===== config.mk =====
export PLATFORM = sky130hd
export DESIGN_NAME = serial_flash_bus_interface
export DESIGN_NICKNAME = d
export VERILOG_FILES = /design/src/serial_flash_pkg.sv /design/src/serial_flash_bus_interface.sv
export VERILOG_INCLUDE_DIRS = /design/src
export SDC_FILE = /design/constraint.sdc
export NUM_CORES = 1
export LEC_CHECK = 0
export ABC_AREA = 0
export BUFFER_PORTS_ARGS = -buffer_cell sky130_fd_sc_hd__buf_2
export CAP_MARGIN = 5
export CORE_AREA = 2 2 141 143
export CTS_CLUSTER_DIAMETER = 30
export CTS_CLUSTER_SIZE = 40
export DETAILED_ROUTE_END_ITERATION = 12
export DIE_AREA = 0 0 143 145
export GPL_ROUTABILITY_DRIVEN = 0
export PLACE_DENSITY = 0.54
export REMOVE_ABC_BUFFERS = 1
export SETUP_SLACK_MARGIN = 0.02
export SLEW_MARGIN = 20
export SYNTH_ARGS = -nofsm -noshare
export SYNTH_HDL_FRONTEND = slang
export SYNTH_SLANG_ARGS = --single-unit

===== constraint.sdc =====
create_clock -name clk_sys_i -period 3.2 [get_ports clk_sys_i]
set_input_delay 0.64 -clock clk_sys_i [delete_from_list [all_inputs] [get_ports clk_sys_i]]
set_output_delay 0.64 -clock clk_sys_i [all_outputs]
set_load 0.01 [all_outputs]

===== src/serial_flash_cfg.svh =====
/*
  Offsets, field positions, reset values and command codes of the serial flash bus interface.
  Assumes it is included by bare name wherever the numbers are needed.
*/
`ifndef SERIAL_FLASH_CFG_SVH
`define SERIAL_FLASH_CFG_SVH

// Register byte addresses on the APB side
`define OFS_CTRL        12'h000
`define OFS_REG_BYTE    12'h004
`define OFS_LAST_CMD    12'h008
`define OFS_ADDR        12'h00c
`define OFS_SECTOR      12'h010
`define OFS_RX_DATA     12'h014
`define OFS_STATE       12'h018

// Control fields
`define CTRL_QUAD_BIT   0
`define CTRL_FOUR_BIT   1
`define CTRL_RESET      2'h0
`define REG_BYTE_RESET  8'h00

// Command codes understood on the link
`define CMD_REG_READ    8'h05
`define CMD_PARAM_READ  8'h5a

// Address map
`define ADDR_MSB        22
`define SECTOR_LSB      12
`define BLK32_LSB       15
`define BLK64_LSB       16

// Parameter header, byte 0 in the top bits; table id FF00h sits at bytes 08h and 0Fh
`define PARAM_HDR       128'h53464450_060100ff_00060110_300000ff
`define PARAM_HDR_LEN   8'h10
`define PARAM_FILL      8'hff

`endif


===== src/serial_flash_pkg.sv =====
/*
  Types of the serial flash bus interface: pin groups, APB groups, transfer states.
  Assumes nothing beyond a SystemVerilog compiler.
*/
`default_nettype none
package serial_flash_pkg;

  typedef struct packed {
    logic       sck;
    logic       cs_n;
    logic       reset_n;
    logic [3:0] io;
  } pin_in_t;

  typedef struct packed {
    logic [3:0] io;
    logic [3:0] io_oe;
  } pin_out_t;

  typedef struct packed {
    logic        psel;
    logic        penable;
    logic        pwrite;
    logic [11:0] paddr;
    logic [31:0] pwdata;
  } apb_req_t;

  typedef struct packed {
    logic        pready;
    logic        pslverr;
    logic [31:0] prdata;
  } apb_rsp_t;

  typedef enum logic [2:0] {
    ST_CMD,
    ST_ADDR,
    ST_DUMMY,
    ST_OUT,
    ST_DATA_IN
  } xfer_state_t;

endpackage : serial_flash_pkg
`default_nettype wire


===== src/serial_flash_bus_interface.sv =====
/*
  Slave side of the serial flash link with its APB register file.
  Assumes the link pins arrive asynchronously and are synchronised here, that the serial clock
  runs well below a quarter of clk_sys_i, and that APB shares clk_sys_i and rst_i.
*/
// Design decisions made here: the address map and the APB register port.
`timescale 1ns/100ps
`default_nettype none
`include "serial_flash_cfg.svh"

module serial_flash_bus_interface (
  input  wire logic                       clk_sys_i,
  input  wire logic                       rst_i,
  input  wire serial_flash_pkg::apb_req_t apb_i,
  output var  serial_flash_pkg::apb_rsp_t apb_o,
  input  wire serial_flash_pkg::pin_in_t  pins_i,
  output var  serial_flash_pkg::pin_out_t pins_o
);
  import serial_flash_pkg::*;

  function automatic logic [7:0] param_byte(input logic [7:0] idx);
    logic [127:0] hdr;
    hdr = `PARAM_HDR;
    if (idx < `PARAM_HDR_LEN) begin
      param_byte = hdr[8'd127 - {idx[3:0], 3'b000} -: 8];
    end else begin
      param_byte = `PARAM_FILL;
    end
  endfunction : param_byte

  pin_in_t     pin_m_reg;
  pin_in_t     pin_s_reg;
  logic        sck_d_reg;
  xfer_state_t state_reg;
  logic [2:0]  bit_cnt_reg;
  logic [7:0]  sh_reg;
  logic [7:0]  tx_sh_reg;
  logic [1:0]  addr_cnt_reg;
  logic [23:0] addr_reg;
  logic [7:0]  cmd_reg;
  logic [7:0]  rx_data_reg;
  logic [7:0]  rx_cnt_reg;
  logic [3:0]  io_out_reg;
  logic [3:0]  io_oe_reg;
  logic [1:0]  ctrl_reg;
  logic [7:0]  reg_byte_reg;
  logic        pready_reg;
  logic        pslverr_reg;
  logic [31:0] prdata_reg;

  // Link decoding; only the second synchroniser stage is looked at
  wire        sck_s       = pin_s_reg.sck;
  wire        cs_n_s      = pin_s_reg.cs_n;
  wire        rstn_s      = pin_s_reg.reset_n;
  wire [3:0]  io_s        = pin_s_reg.io;
  wire        quad_io_enable         = ctrl_reg[`CTRL_QUAD_BIT];
  wire        four_wire_command_mode = ctrl_reg[`CTRL_FOUR_BIT];
  // Edges are found the same way whatever level the clock idles at, so no mode setting exists
  wire        sck_rise    = sck_s & ~sck_d_reg;
  wire        sck_fall    = ~sck_s & sck_d_reg;
  // Pin 3 is the pause input only while it is not a data line
  wire        paused      = ~cs_n_s & ~io_s[3] & ~quad_io_enable & ~four_wire_command_mode;
  wire        cs_clear    = cs_n_s | ~rstn_s;
  wire [7:0]  rx_byte     = four_wire_command_mode ? {sh_reg[3:0], io_s} : {sh_reg[6:0], io_s[0]};
  wire [2:0]  bit_step    = four_wire_command_mode ? 3'h4 : 3'h1;
  wire [2:0]  bit_cnt_next = bit_cnt_reg + bit_step;
  wire        byte_done   = (bit_cnt_next == 3'h0);
  wire [10:0] sector_w    = addr_reg[`ADDR_MSB:`SECTOR_LSB];
  wire [7:0]  blk32_w     = addr_reg[`ADDR_MSB:`BLK32_LSB];
  wire [6:0]  blk64_w     = addr_reg[`ADDR_MSB:`BLK64_LSB];
  wire [7:0]  next_out    = (cmd_reg == `CMD_REG_READ) ? reg_byte_reg : param_byte(addr_reg[7:0]);

  always_ff @(posedge clk_sys_i) begin
    if (rst_i) begin
      pin_m_reg <= '1;
      pin_s_reg <= '1;
      sck_d_reg <= 1'b0;
    end else begin
      pin_m_reg <= pins_i;
      pin_s_reg <= pin_m_reg;
      sck_d_reg <= pin_s_reg.sck;
    end
  end

  always_ff @(posedge clk_sys_i) begin
    if (rst_i) begin
      state_reg    <= ST_CMD;
      bit_cnt_reg  <= 3'h0;
      sh_reg       <= 8'h00;
      tx_sh_reg    <= 8'h00;
      addr_cnt_reg <= 2'h0;
      addr_reg     <= 24'h000000;
      cmd_reg      <= 8'h00;
      rx_data_reg  <= 8'h00;
      rx_cnt_reg   <= 8'h00;
      io_out_reg   <= 4'h0;
      io_oe_reg    <= 4'h0;
    end else if (cs_clear) begin
      // Deselect or reset pin ends the sequence and floats every line
      state_reg   <= ST_CMD;
      bit_cnt_reg <= 3'h0;
      io_oe_reg   <= 4'h0;
    end else if (paused) begin
      // Counters are left alone so the sequence picks up where it stopped
      io_oe_reg <= 4'h0;
    end else if (sck_rise) begin
      sh_reg      <= rx_byte;
      bit_cnt_reg <= bit_cnt_next;
      if (byte_done) begin
        case (state_reg)
          ST_CMD: begin
            cmd_reg      <= rx_byte;
            addr_cnt_reg <= 2'h0;
            tx_sh_reg    <= reg_byte_reg;
            state_reg    <= (rx_byte == `CMD_REG_READ) ? ST_OUT : ST_ADDR;
          end
          ST_ADDR: begin
            addr_reg     <= {addr_reg[15:0], rx_byte};
            addr_cnt_reg <= addr_cnt_reg + 2'h1;
            if (addr_cnt_reg == 2'h2) begin
              state_reg <= (cmd_reg == `CMD_PARAM_READ) ? ST_DUMMY : ST_DATA_IN;
            end
          end
          ST_DUMMY: begin
            tx_sh_reg <= param_byte(addr_reg[7:0]);
            addr_reg  <= addr_reg + 24'h000001;
            state_reg <= ST_OUT;
          end
          ST_OUT: begin
            // A register read reloads the same byte for as long as the master clocks
            tx_sh_reg <= next_out;
            if (cmd_reg != `CMD_REG_READ) begin
              addr_reg <= addr_reg + 24'h000001;
            end
          end
          ST_DATA_IN: begin
            rx_data_reg <= rx_byte;
            rx_cnt_reg  <= rx_cnt_reg + 8'h01;
          end
          default: begin
            state_reg <= ST_CMD;
          end
        endcase
      end
    end else if (sck_fall && state_reg == ST_OUT) begin
      if (four_wire_command_mode) begin
        io_out_reg <= tx_sh_reg[7:4];
        io_oe_reg  <= 4'hf;
        tx_sh_reg  <= {tx_sh_reg[3:0], 4'h0};
      end else begin
        io_out_reg <= {2'b00, tx_sh_reg[7], 1'b0};
        io_oe_reg  <= 4'h2;
        tx_sh_reg  <= {tx_sh_reg[6:0], 1'b0};
      end
    end
  end

  // APB slave: one wait state, the access completes on the edge that sees pready high
  wire        apb_access = apb_i.psel & apb_i.penable;
  wire        apb_write  = apb_access & pready_reg & apb_i.pwrite;
  wire        hit_ctrl   = apb_i.paddr == `OFS_CTRL;
  wire        hit_byte   = apb_i.paddr == `OFS_REG_BYTE;
  wire        hit_cmd    = apb_i.paddr == `OFS_LAST_CMD;
  wire        hit_addr   = apb_i.paddr == `OFS_ADDR;
  wire        hit_sector = apb_i.paddr == `OFS_SECTOR;
  wire        hit_rx     = apb_i.paddr == `OFS_RX_DATA;
  wire        hit_state  = apb_i.paddr == `OFS_STATE;
  wire        hit_any    = hit_ctrl | hit_byte | hit_cmd | hit_addr | hit_sector | hit_rx | hit_state;
  wire [31:0] rd_word    =
    hit_ctrl   ? {30'h0, ctrl_reg} :
    hit_byte   ? {24'h0, reg_byte_reg} :
    hit_cmd    ? {24'h0, cmd_reg} :
    hit_addr   ? {9'h0, addr_reg[`ADDR_MSB:0]} :
    hit_sector ? {1'b0, blk64_w, blk32_w, 5'h0, sector_w} :
    hit_rx     ? {16'h0, rx_cnt_reg, rx_data_reg} :
    hit_state  ? {28'h0, io_oe_reg != 4'h0, ~rstn_s, paused, ~cs_n_s} :
                 32'h0;

  always_ff @(posedge clk_sys_i) begin
    if (rst_i) begin
      ctrl_reg     <= `CTRL_RESET;
      reg_byte_reg <= `REG_BYTE_RESET;
      pready_reg   <= 1'b0;
      pslverr_reg  <= 1'b0;
      prdata_reg   <= 32'h0;
    end else begin
      pready_reg  <= apb_access & ~pready_reg;
      pslverr_reg <= apb_access & ~pready_reg & ~hit_any;
      prdata_reg  <= (apb_access & ~pready_reg & ~apb_i.pwrite) ? rd_word : 32'h0;
      if (apb_write && hit_ctrl) begin
        ctrl_reg <= apb_i.pwdata[1:0];
      end
      if (apb_write && hit_byte) begin
        reg_byte_reg <= apb_i.pwdata[7:0];
      end
    end
  end

  assign apb_o.pready  = pready_reg;
  assign apb_o.pslverr = pslverr_reg;
  assign apb_o.prdata  = prdata_reg;
  assign pins_o.io     = io_out_reg;
  assign pins_o.io_oe  = io_oe_reg;
endmodule : serial_flash_bus_interface
`default_nettype wire


==> qor.yml, run 1 <==
crit_path_start_kind: "flop"
remaining_antenna_violation_count: 0
report.final.slew_viol_count: 0
hold_slack_ps: 398
postCtsSetupRepairBufs: 0
clock-root-buffer: "clkbuf_16"
clock_sink_count: 133
tritoncts: "yes"
fillerInstances: 1940
hold_path_class: "input port to flop"
synth_sequential_area_ratio_pct: 40.3
path_max_fanout: 12
multi_input_combinational_cell_area_um2: 3600
grt.total_usage_pct: 18.5
cp-endpoint: "rx_data_reg[6]"
holdPathStages: 2
core.rowCount: 51
number_of_enable_flip_flop_cells_after_synthesis: 0
antenna_cells: 0
leakage_dissipation_nw: 2.76
final_layout_size_suffix_gt1_share_pct: 20.0
layout_worst_path_cycle_share_pct: 86.7
clock_skew_ps: 9.83
powerDensity_nw_per_um2: 489
fp.dieArea_um2: 20700
fp.coreArea_um2: 19200
synth_warnings: 0
die_x_um: 143
cell_area_reported_after_detailed_placement_um2: 7150
insertion_delay_ps: 430
count_of_endpoints_failing_setup_in_the_final_report: 0
worst_pin_slew_ps: 743
layout_common_cells: "dfxtp_1, nor2_1, buf_2"
holdBufCountCts: 0
grt_ovf: 0
port_buffers: 72
stdcell_area_um2: 7740
grt_max_degree: 64
routed_wire_length_per_instance_um: 17.1
postCtsResizedCells: 0
avgViaCountPerCell: 5.38
vdd_ir_drop_max_mv: 0.357
post-route-min-period_ps: 2770
ff2ff_setup_slack_ps: 430
timing.rr.end: "rx_data_reg[6]"
floorplan.io_pins: 98
drt_first_pass_iters: 5
via_count: 5878
post_synth_inst_count: 770
timing.slew.headroom_pct: 49.8
largest_register_ffs: 30
synthFlopType: "dfxtp_1"
critical_path_arrival_ps: 3120
final-instance-count-excl-fill: 1093
r2r.worst_path.cells: 9
max_clock_freq_ghz: 0.360
numCtsBuffers: 17
worst_path_required_ps: 3540
timing.critical_path.to_type: "flop"
synth_cell_types: 71
first_global_vias: 5394
start_util_pct: 34.4
unrepaired_setup_endpoints_after_global_routing: "false"
numPlacedInstances: 1061
routed_wl_um: 18700
synth_seq_cells: 133
crit_start: "ctrl_reg[1]"
regArea_um2: 2660
cts_max_path_buffers: 2
first_pass_grt_wire_length_um: 29900
synth_async_sr_flop_share_pct: 0
area_growth_pct: 17.2
layout.cells.most_common: "dfxtp_1"
grt_antenna_before_repair: 0
finish.net_count: 880
place_hpwl_um: 13100
crit_type: "flop to flop"
status: "complete, no violations"
cap_viol_max_count: 0
synth_area_per_cell_um2: 8.58
dr.first_iter.drc_count: 458
htree_levels: 4
crit-reg2reg-launch: "ctrl_reg[1]"
clk_pin_slew_worst_paths_ps: 60
netlist_area_um2: 6610
hold_violations: 0
drt_drc_violations_left: 0
die_h_um: 145
stage by stage:
step                setup slack, ps  total power [mW]  setup TNS (ps)  util (%)
global route                    195              3.91               0      40.3
finish                          426              3.79               0      40.3
detailed placement              461              1.84               0      37.2
floorplan                     -23.8              1.77           -31.9         -
global placement                504              1.84               0      37.2
CTS                             423              3.83               0      40.3
logic make-up (layout without fill, tap and decap cells):
kind of cell | count (synthesis) | in the layout | synth area share [%]
muxes | 37 | 37 | 5.99
DFF | 133 | 133 | 40.3
and+or+nand+nor | 295 | 295 | 23.6
other | 1 | 1 | 0.0568
buffers and inverters | 78 | 136 | 5.17
AOI/OAI and AO/OA | 209 | 209 | 21.9
xor gates and xnor gates | 8 | 8 | 1.29
adders and majority gates | 9 | 9 | 1.70
Yosys cell counts (all sizes together) (3+ instances only):
library cell | n | area share [%]
dfxtp | 133 | 40
nor2 | 90 | 5.1
nand2 | 54 | 3.1
clkbuf | 48 | 2.7
a21oi | 43 | 3.3
o21ai | 37 | 2.8
a211oi | 36 | 4.6
mux2i | 26 | 3.9
a22oi | 23 | 2.6
and2 | 18 | 1.7
buf | 18 | 1.8
nand4 | 18 | 1.7
nand3 | 17 | 1.3
nor2b | 15 | 1.4
nor3 | 15 | 1.5
or2 | 15 | 1.4
o22ai | 13 | 1.2
and3 | 12 | 1.1
inv | 12 | 0.68
a31oi | 11 | 1.0
mux2 | 10 | 1.7
ha | 9 | 1.7
nor4 | 7 | 0.95
a21o | 6 | 0.68
xor2 | 6 | 0.80
and4 | 5 | 0.66
nand2b | 5 | 0.47
nor4b | 5 | 0.66
or4 | 5 | 0.57
a2111oi | 4 | 0.81
o31ai | 4 | 0.45
a211o | 3 | 0.40
a31o | 3 | 0.40
o311a | 3 | 0.45
o32ai | 3 | 0.40
or3 | 3 | 0.28
critical path, cell delays in order (launching register included):
cell and delay, ps:
dfxtp_1 330, inv_1 120, ha_1 210, ha_1 280, nor2_1 310, and4b_1 490
and2_1 400, buf_4 280, nor2_1 70, a211oi_2 180
report_power, final:
group,switching [mW],internal (mW)
clock network,0.760,1.22
registers,0.00851,1.67
logic,0.0830,0.0465
total,0.851,2.94
routing by layer:
| metal | share of wire [%] | track usage [%] | vias up |
|---|---|---|---|
| li1 | - | - | 2911 |
| met1 | 49 | 26.5 | 2758 |
| met2 | 44 | 27.1 | 185 |
| met3 | 5.2 | 4.06 | 24 |
| met4 | 1.9 | 6.44 | 0 |
| met5 | 0 | 0 | - |
cell type report:
type	count	area share (%)
multi-input combinational	559	46.5
tap	265	4.28
sequential	133	34.4
timing repair buffer	92	6.59
clock inverter	13	2.04
clock buffer	19	5.59
inverter	12	0.582
worst min path at each step:
stage | from | end
after global placement | pin_m_reg[6] | sck_s
after floorplan | pin_m_reg[5] | cs_n_s
after CTS | pins_i[1] | pin_m_reg[1]
after global routing | pins_i[1] | pin_m_reg[1]
final | pins_i[1] | pin_m_reg[1]
after detailed placement | pin_m_reg[5] | cs_n_s
(Power assumes the default switching activity.)
==> run 2, diff against run 1 <==
Settings changed: PLACE_DENSITY 0.54 to 0.6.
==> qor.yml, run 2 (synthesis gave the netlist of run 1 again) <==
hold_violations: 0  # unchanged
fp.coreArea_um2: 19200  # unchanged
remaining_antenna_violation_count: 0  # unchanged
postCtsResizedCells: 0  # unchanged
start_util_pct: 34.4  # unchanged
final_layout_size_suffix_gt1_share_pct: 20.4  # +0.34 points
leakage_dissipation_nw: 2.76  # +0.23%
holdBufCountCts: 0  # unchanged
stdcell_area_um2: 7740  # about the same
drt_first_pass_iters: 5  # unchanged
timing.slew.headroom_pct: 49.0  # -0.82 points
critical_path_arrival_ps: 2990  # -130 ps
first_global_vias: 5313  # -1.5%
dr.first_iter.drc_count: 484  # +5.7%
grt_ovf: 0  # unchanged
path_max_fanout: 7  # -5
area_growth_pct: 17.2  # about the same
count_of_endpoints_failing_setup_in_the_final_report: 0  # unchanged
antenna_cells: 0  # unchanged
report.final.slew_viol_count: 0  # unchanged
timing.setup.tns_ps: 0  # unchanged
via_count: 5929  # +0.87%
postCtsSetupRepairBufs: 0  # unchanged
layout.cells.most_common: "dfxtp_1"
powerDensity_nw_per_um2: 486  # -0.77%
cell_area_reported_after_detailed_placement_um2: 7160  # +0.11%
htree_levels: 4  # unchanged
clock_sink_count: 133  # unchanged
hold_path_class: "input port to flop"
die_h_um: 145  # unchanged
max_clock_freq_ghz: 0.380  # +5.5%
timing.critical_path.to_type: "flop"
first_pass_grt_wire_length_um: 29200  # -2.6%
layout_common_cells: "dfxtp_1, nor2_1, buf_2"
numCtsBuffers: 17  # unchanged
avgViaCountPerCell: 5.42  # +0.78%
clock_skew_ps: 8.51  # -1.33 ps
port_buffers: 72  # unchanged
insertion_delay_ps: 430  # about the same
critPathSlowestCell: "and4b_1"
cap_viol_max_count: 0  # unchanged
drt_drc_violations_left: 0  # unchanged
post-route-min-period_ps: 2630  # -146 ps
worst_path_largest_cell_delay_ps: 490  # about the same
routed_wire_length_per_instance_um: 17.0  # -0.96%
grt.total_usage_pct: 18.0  # -0.48 points
place_hpwl_um: 12900  # -1.5%
crit_chain: "inv_1, ha_1, ha_1, nor2_1, and4b_1, o311ai_0, a2111o_1, a21oi_1"
layout_worst_path_cycle_share_pct: 82.1  # -4.6 points
largest_register_ffs: 30  # unchanged
ff2ff_setup_slack_ps: 570  # +150 ps
fp.dieArea_um2: 20700  # unchanged
worst_path_required_ps: 3560  # +20 ps
power.total_mw: 3.76  # -0.75%
vdd_ir_drop_max_mv: 0.335  # -6.0%
status: "complete, no violations"
clock-root-buffer: "clkbuf_16"
cp_common_cell: "ha_1"
routed_wl_um: 18600  # -0.87%
grt_antenna_before_repair: 0  # unchanged
crit_type: "flop to flop"
clk_pin_slew_worst_paths_ps: 60  # about the same
die_x_um: 143  # unchanged
crit_path_start_kind: "flop"
worst_pin_slew_ps: 756  # +12.2 ps
floorplan.io_pins: 98  # unchanged
grt_max_degree: 42  # -34%
cts_max_path_buffers: 2  # unchanged
tritoncts: "yes"
core.rowCount: 51  # unchanged
finish.net_count: 881  # +0.11%
unrepaired_setup_endpoints_after_global_routing: "false"
fillerInstances: 1941  # +0.052%
## run 2: cell types whose count changed in the layout (fill, tap and decap cells not counted)
cell | previous run | this run
inv_6 | 1 | 7
clkinv_2 | 4 | 0
inv_8 | 0 | 4
bufinv_16 | 3 | 1
clkbuf_1 | 2 | 0
buf_4 | 20 | 21
clkinv_4 | 1 | 0
clkinvlp_4 | 4 | 3
## run 2: layout make-up
type	count	area [um2]	area share, %
Multi-Input combinational cell	559	3600	46.5
Sequential cell	133	2660	34.4
Timing Repair Buffer	93	518	6.69
Clock buffer	17	425	5.49
Tap cell	265	332	4.28
Clock inverter	15	159	2.05
Inverter	12	45.0	0.582
## run 2: worst paths after layout
kind | startpoint | endpoint | cells after the start
min | pins_i[1] | pin_m_reg[1] | 2
max | ctrl_reg[1] | state_reg[2] | 8
min reg2reg | pin_m_reg[5] | cs_n_s | 1
max reg2reg | ctrl_reg[1] | state_reg[2] | 8
## run 2: critical path, delay by kind of cell (launching register included)
| family | cells | cell delay [ps] |
|---|---|---|
| flops | 1 | 330 |
| compound gates | 3 | 840 |
| fa+ha+maj | 2 | 490 |
| simple gates | 2 | 760 |
| buf+inv | 1 | 130 |
## run 2: through the flow
| stage | setup slack, ps | hold slack, ps | utilization (%) | instances |
|---|---|---|---|---|
| after global routing | 258 | 383 | 40.3 | 1094 |
| after floorplan | -23.8 | 389 | - | 704 |
| after global placement | 595 | 395 | 37.3 | 1062 |
| after detailed placement | 558 | 396 | 37.3 | 1062 |
| final | 572 | 388 | 40.3 | 1094 |
| after CTS | 594 | 379 | 40.3 | 1094 |
## run 2: power breakdown
part	leakage [nW]	internal (mW)	switching, mW
Sequential	1.08	1.67	0.00852
Combinational	1.41	0.0466	0.0844
Clock	0.280	1.11	0.846
## run 2: metal layers
metal | global-route usage, % | wire [um] | vias to the layer above
met5 | 0 | 0 | -
met4 | 6.19 | 317 | 0
met3 | 3.86 | 1060 | 27
met2 | 27.5 | 8330 | 185
met1 | 25.0 | 8870 | 2803
li1 | - | - | 2914
==> run 3, diff against run 2 <==
Clock period 3.2 ns to 2.44 ns, I/O delays scaled along.
==> qor.yml, run 3 (synthesis gave the netlist of run 1 again) <==
cell_area_reported_after_detailed_placement_um2: 7480  # +4.4%
power.share.sequential_pct: 45.4  # +0.8 points
hold_start: "pins_i[4]"
clock_sink_count: 133  # unchanged
powerDensity_nw_per_um2: 600  # +23%
antenna_cells: 0  # unchanged
post-route-min-period_ps: 2280  # -347 ps
holdBufCountCts: 0  # unchanged
hold_violations: 0  # unchanged
insertion_delay_ps: 430  # about the same
clock-root-buffer: "clkbuf_16"
unrepaired_setup_endpoints_after_global_routing: "false"
avgViaCountPerCell: 5.38  # -0.77%
dr.first_iter.drc_count: 551  # +14%
status: "complete, no violations"
cap_viol_max_count: 0  # unchanged
path_max_fanout: 21  # +14
grt_antenna_before_repair: 1  # +1
fillerInstances: 1891  # -2.6%
crit_start: "ctrl_reg[1]"
first_pass_grt_wire_length_um: 30100  # +3.3%
layout_worst_path_cycle_share_pct: 93.5  # +11 points
via_count: 6109  # +3.0%
critical_path_arrival_ps: 2560  # -430 ps
worst_path_required_ps: 2720  # -840 ps
core.rowCount: 51  # unchanged
htree_levels: 4  # unchanged
total_switching_power_mw: 1.22  # +30%
start_util_pct: 34.4  # unchanged
ff2ff_setup_slack_ps: 160  # -410 ps
layout.cells.most_common: "dfxtp_1"
largest_register_ffs: 30  # unchanged
clockPowerShare_pct: 50.9  # -1.0 points
vdd_ir_drop_max_mv: 0.476  # +42%
fp.coreArea_um2: 19200  # unchanged
leakage_dissipation_nw: 2.99  # +8.1%
grt_max_degree: 61  # +45%
netSwitchingFraction_pct: 25.2  # +0.17 points
finish.net_count: 923  # +4.8%
layout_common_cells: "dfxtp_1, nor2_1, buf_2"
area_growth_pct: 22.4
numCtsBuffers: 17  # unchanged
floorplan.io_pins: 98  # unchanged
routed_wl_um: 19300  # +3.9%
tritoncts: "yes"
clock_skew_ps: 16.1  # +7.59 ps
crit-reg2reg-launch: "ctrl_reg[1]"
final-instance-count-excl-fill: 1136  # +3.8%
crit_type: "flop to flop"
die_x_um: 143  # unchanged
report.final.slew_viol_count: 0  # unchanged
fp.dieArea_um2: 20700  # unchanged
cts_max_path_buffers: 2  # unchanged
final_layout_size_suffix_gt1_share_pct: 24.7  # +4.3 points
stdcell_area_um2: 8080  # +4.4%
drt_first_pass_iters: 6  # +1
timing.critical_path.to_type: "flop"
timing.setup.tns_ps: 0  # unchanged
numPlacedInstances: 1101  # +3.7%
die_h_um: 145  # unchanged
grt_ovf: 0  # unchanged
drt_drc_violations_left: 0  # unchanged
timing.slew.headroom_pct: 55.7  # +6.8 points
max_clock_freq_ghz: 0.438  # +15%
place_hpwl_um: 13700  # +6.2%
grt.total_usage_pct: 18.5  # +0.52 points
internal-power_mw: 3.63  # +29%
hold_path_class: "input port to flop"
remaining_antenna_violation_count: 0  # unchanged
count_of_endpoints_failing_setup_in_the_final_report: 0  # unchanged
port_buffers: 72  # unchanged
clk_pin_slew_worst_paths_ps: 70  # about the same
routed_wire_length_per_instance_um: 17.0  # about the same
crit_path_start_kind: "flop"
p_comb_share_pct: 3.7  # +0.2 points
worst_pin_slew_ps: 664  # -91.8 ps
first_global_vias: 5697  # +7.2%
-- run 3: cell types whose count changed in the layout (fill, tap and decap cells not counted), moves of 2 or more --
cell | before | now
buf_4 | 21 | 58
buf_12 | 0 | 2
buf_6 | 0 | 2
clkinv_4 | 0 | 2
-- run 3: final cells by class --
cell class	instances	area [um2]	area share, %
flip-flops and latches	133	2660	32.9
multi-input cells	559	3610	44.7
inverters	12	45.0	0.557
clock buffers	18	439	5.43
repair buffers	135	863	10.7
well taps	265	332	4.10
clock inverters	14	128	1.58
-- run 3: per-stage QoR --
step           utilization (%)  setup slack (ps)  power [mW]  hold slack (ps)
2_1_floorplan                -              -784        2.32              389
3_3_place_gp              38.9              14.7        2.42              396
3_5_place_dp              38.9             -25.9        2.42              395
4_1_cts                   41.9              41.3        4.88              232
5_1_grt                   42.1              56.7        5.01              238
6_report                  42.1               159        4.85              244
-- run 3: layer usage --
metal  vias to the layer above  GRT usage, %  part of all wire, %
met1                      2878          26.1                   48
met4                         2          6.14                  2.0
met3                        28          3.70                  6.2
met5                         -             0                0.047
li1                       3002             -                    -
met2                       199          28.1                   44
-- run 3: path summary, 6_finish.rpt --
path | end | cells past startpoint
max | addr_reg[10] | 9
min | pin_m_reg[4] | 2
max reg2reg | addr_reg[10] | 9
min reg2reg | cs_n_s | 1
-- run 3: power by group through the flow --
stage          Combinational (mW)  Clock (mW)  Sequential (mW)
2_1_floorplan              0.0714           0             2.24
3_3_place_gp                0.175           0             2.25
3_5_place_dp                0.176           0             2.25
4_1_cts                     0.177        2.51             2.20
5_1_grt                     0.195        2.62             2.20
6_report                    0.178        2.47             2.20
-- run 3: what timing repair did --
action | in CTS | in global routing
pin swaps | 0 | 1
endpoints found under the setup margin | 16 | 22
buffers inserted | 0 | 2
resized for setup | 2 | 6
gates cloned | 0 | 1
-- run 3: critical path, stage by stage, from the launching register on --
cell and delay (ps):
dfxtp_1 350, inv_2 90, ha_1 190, ha_1 210, xnor3_2 280, nand3b_4 130, a2111o_1 400, buf_12 170
a211oi_1 240, nor3_1 80
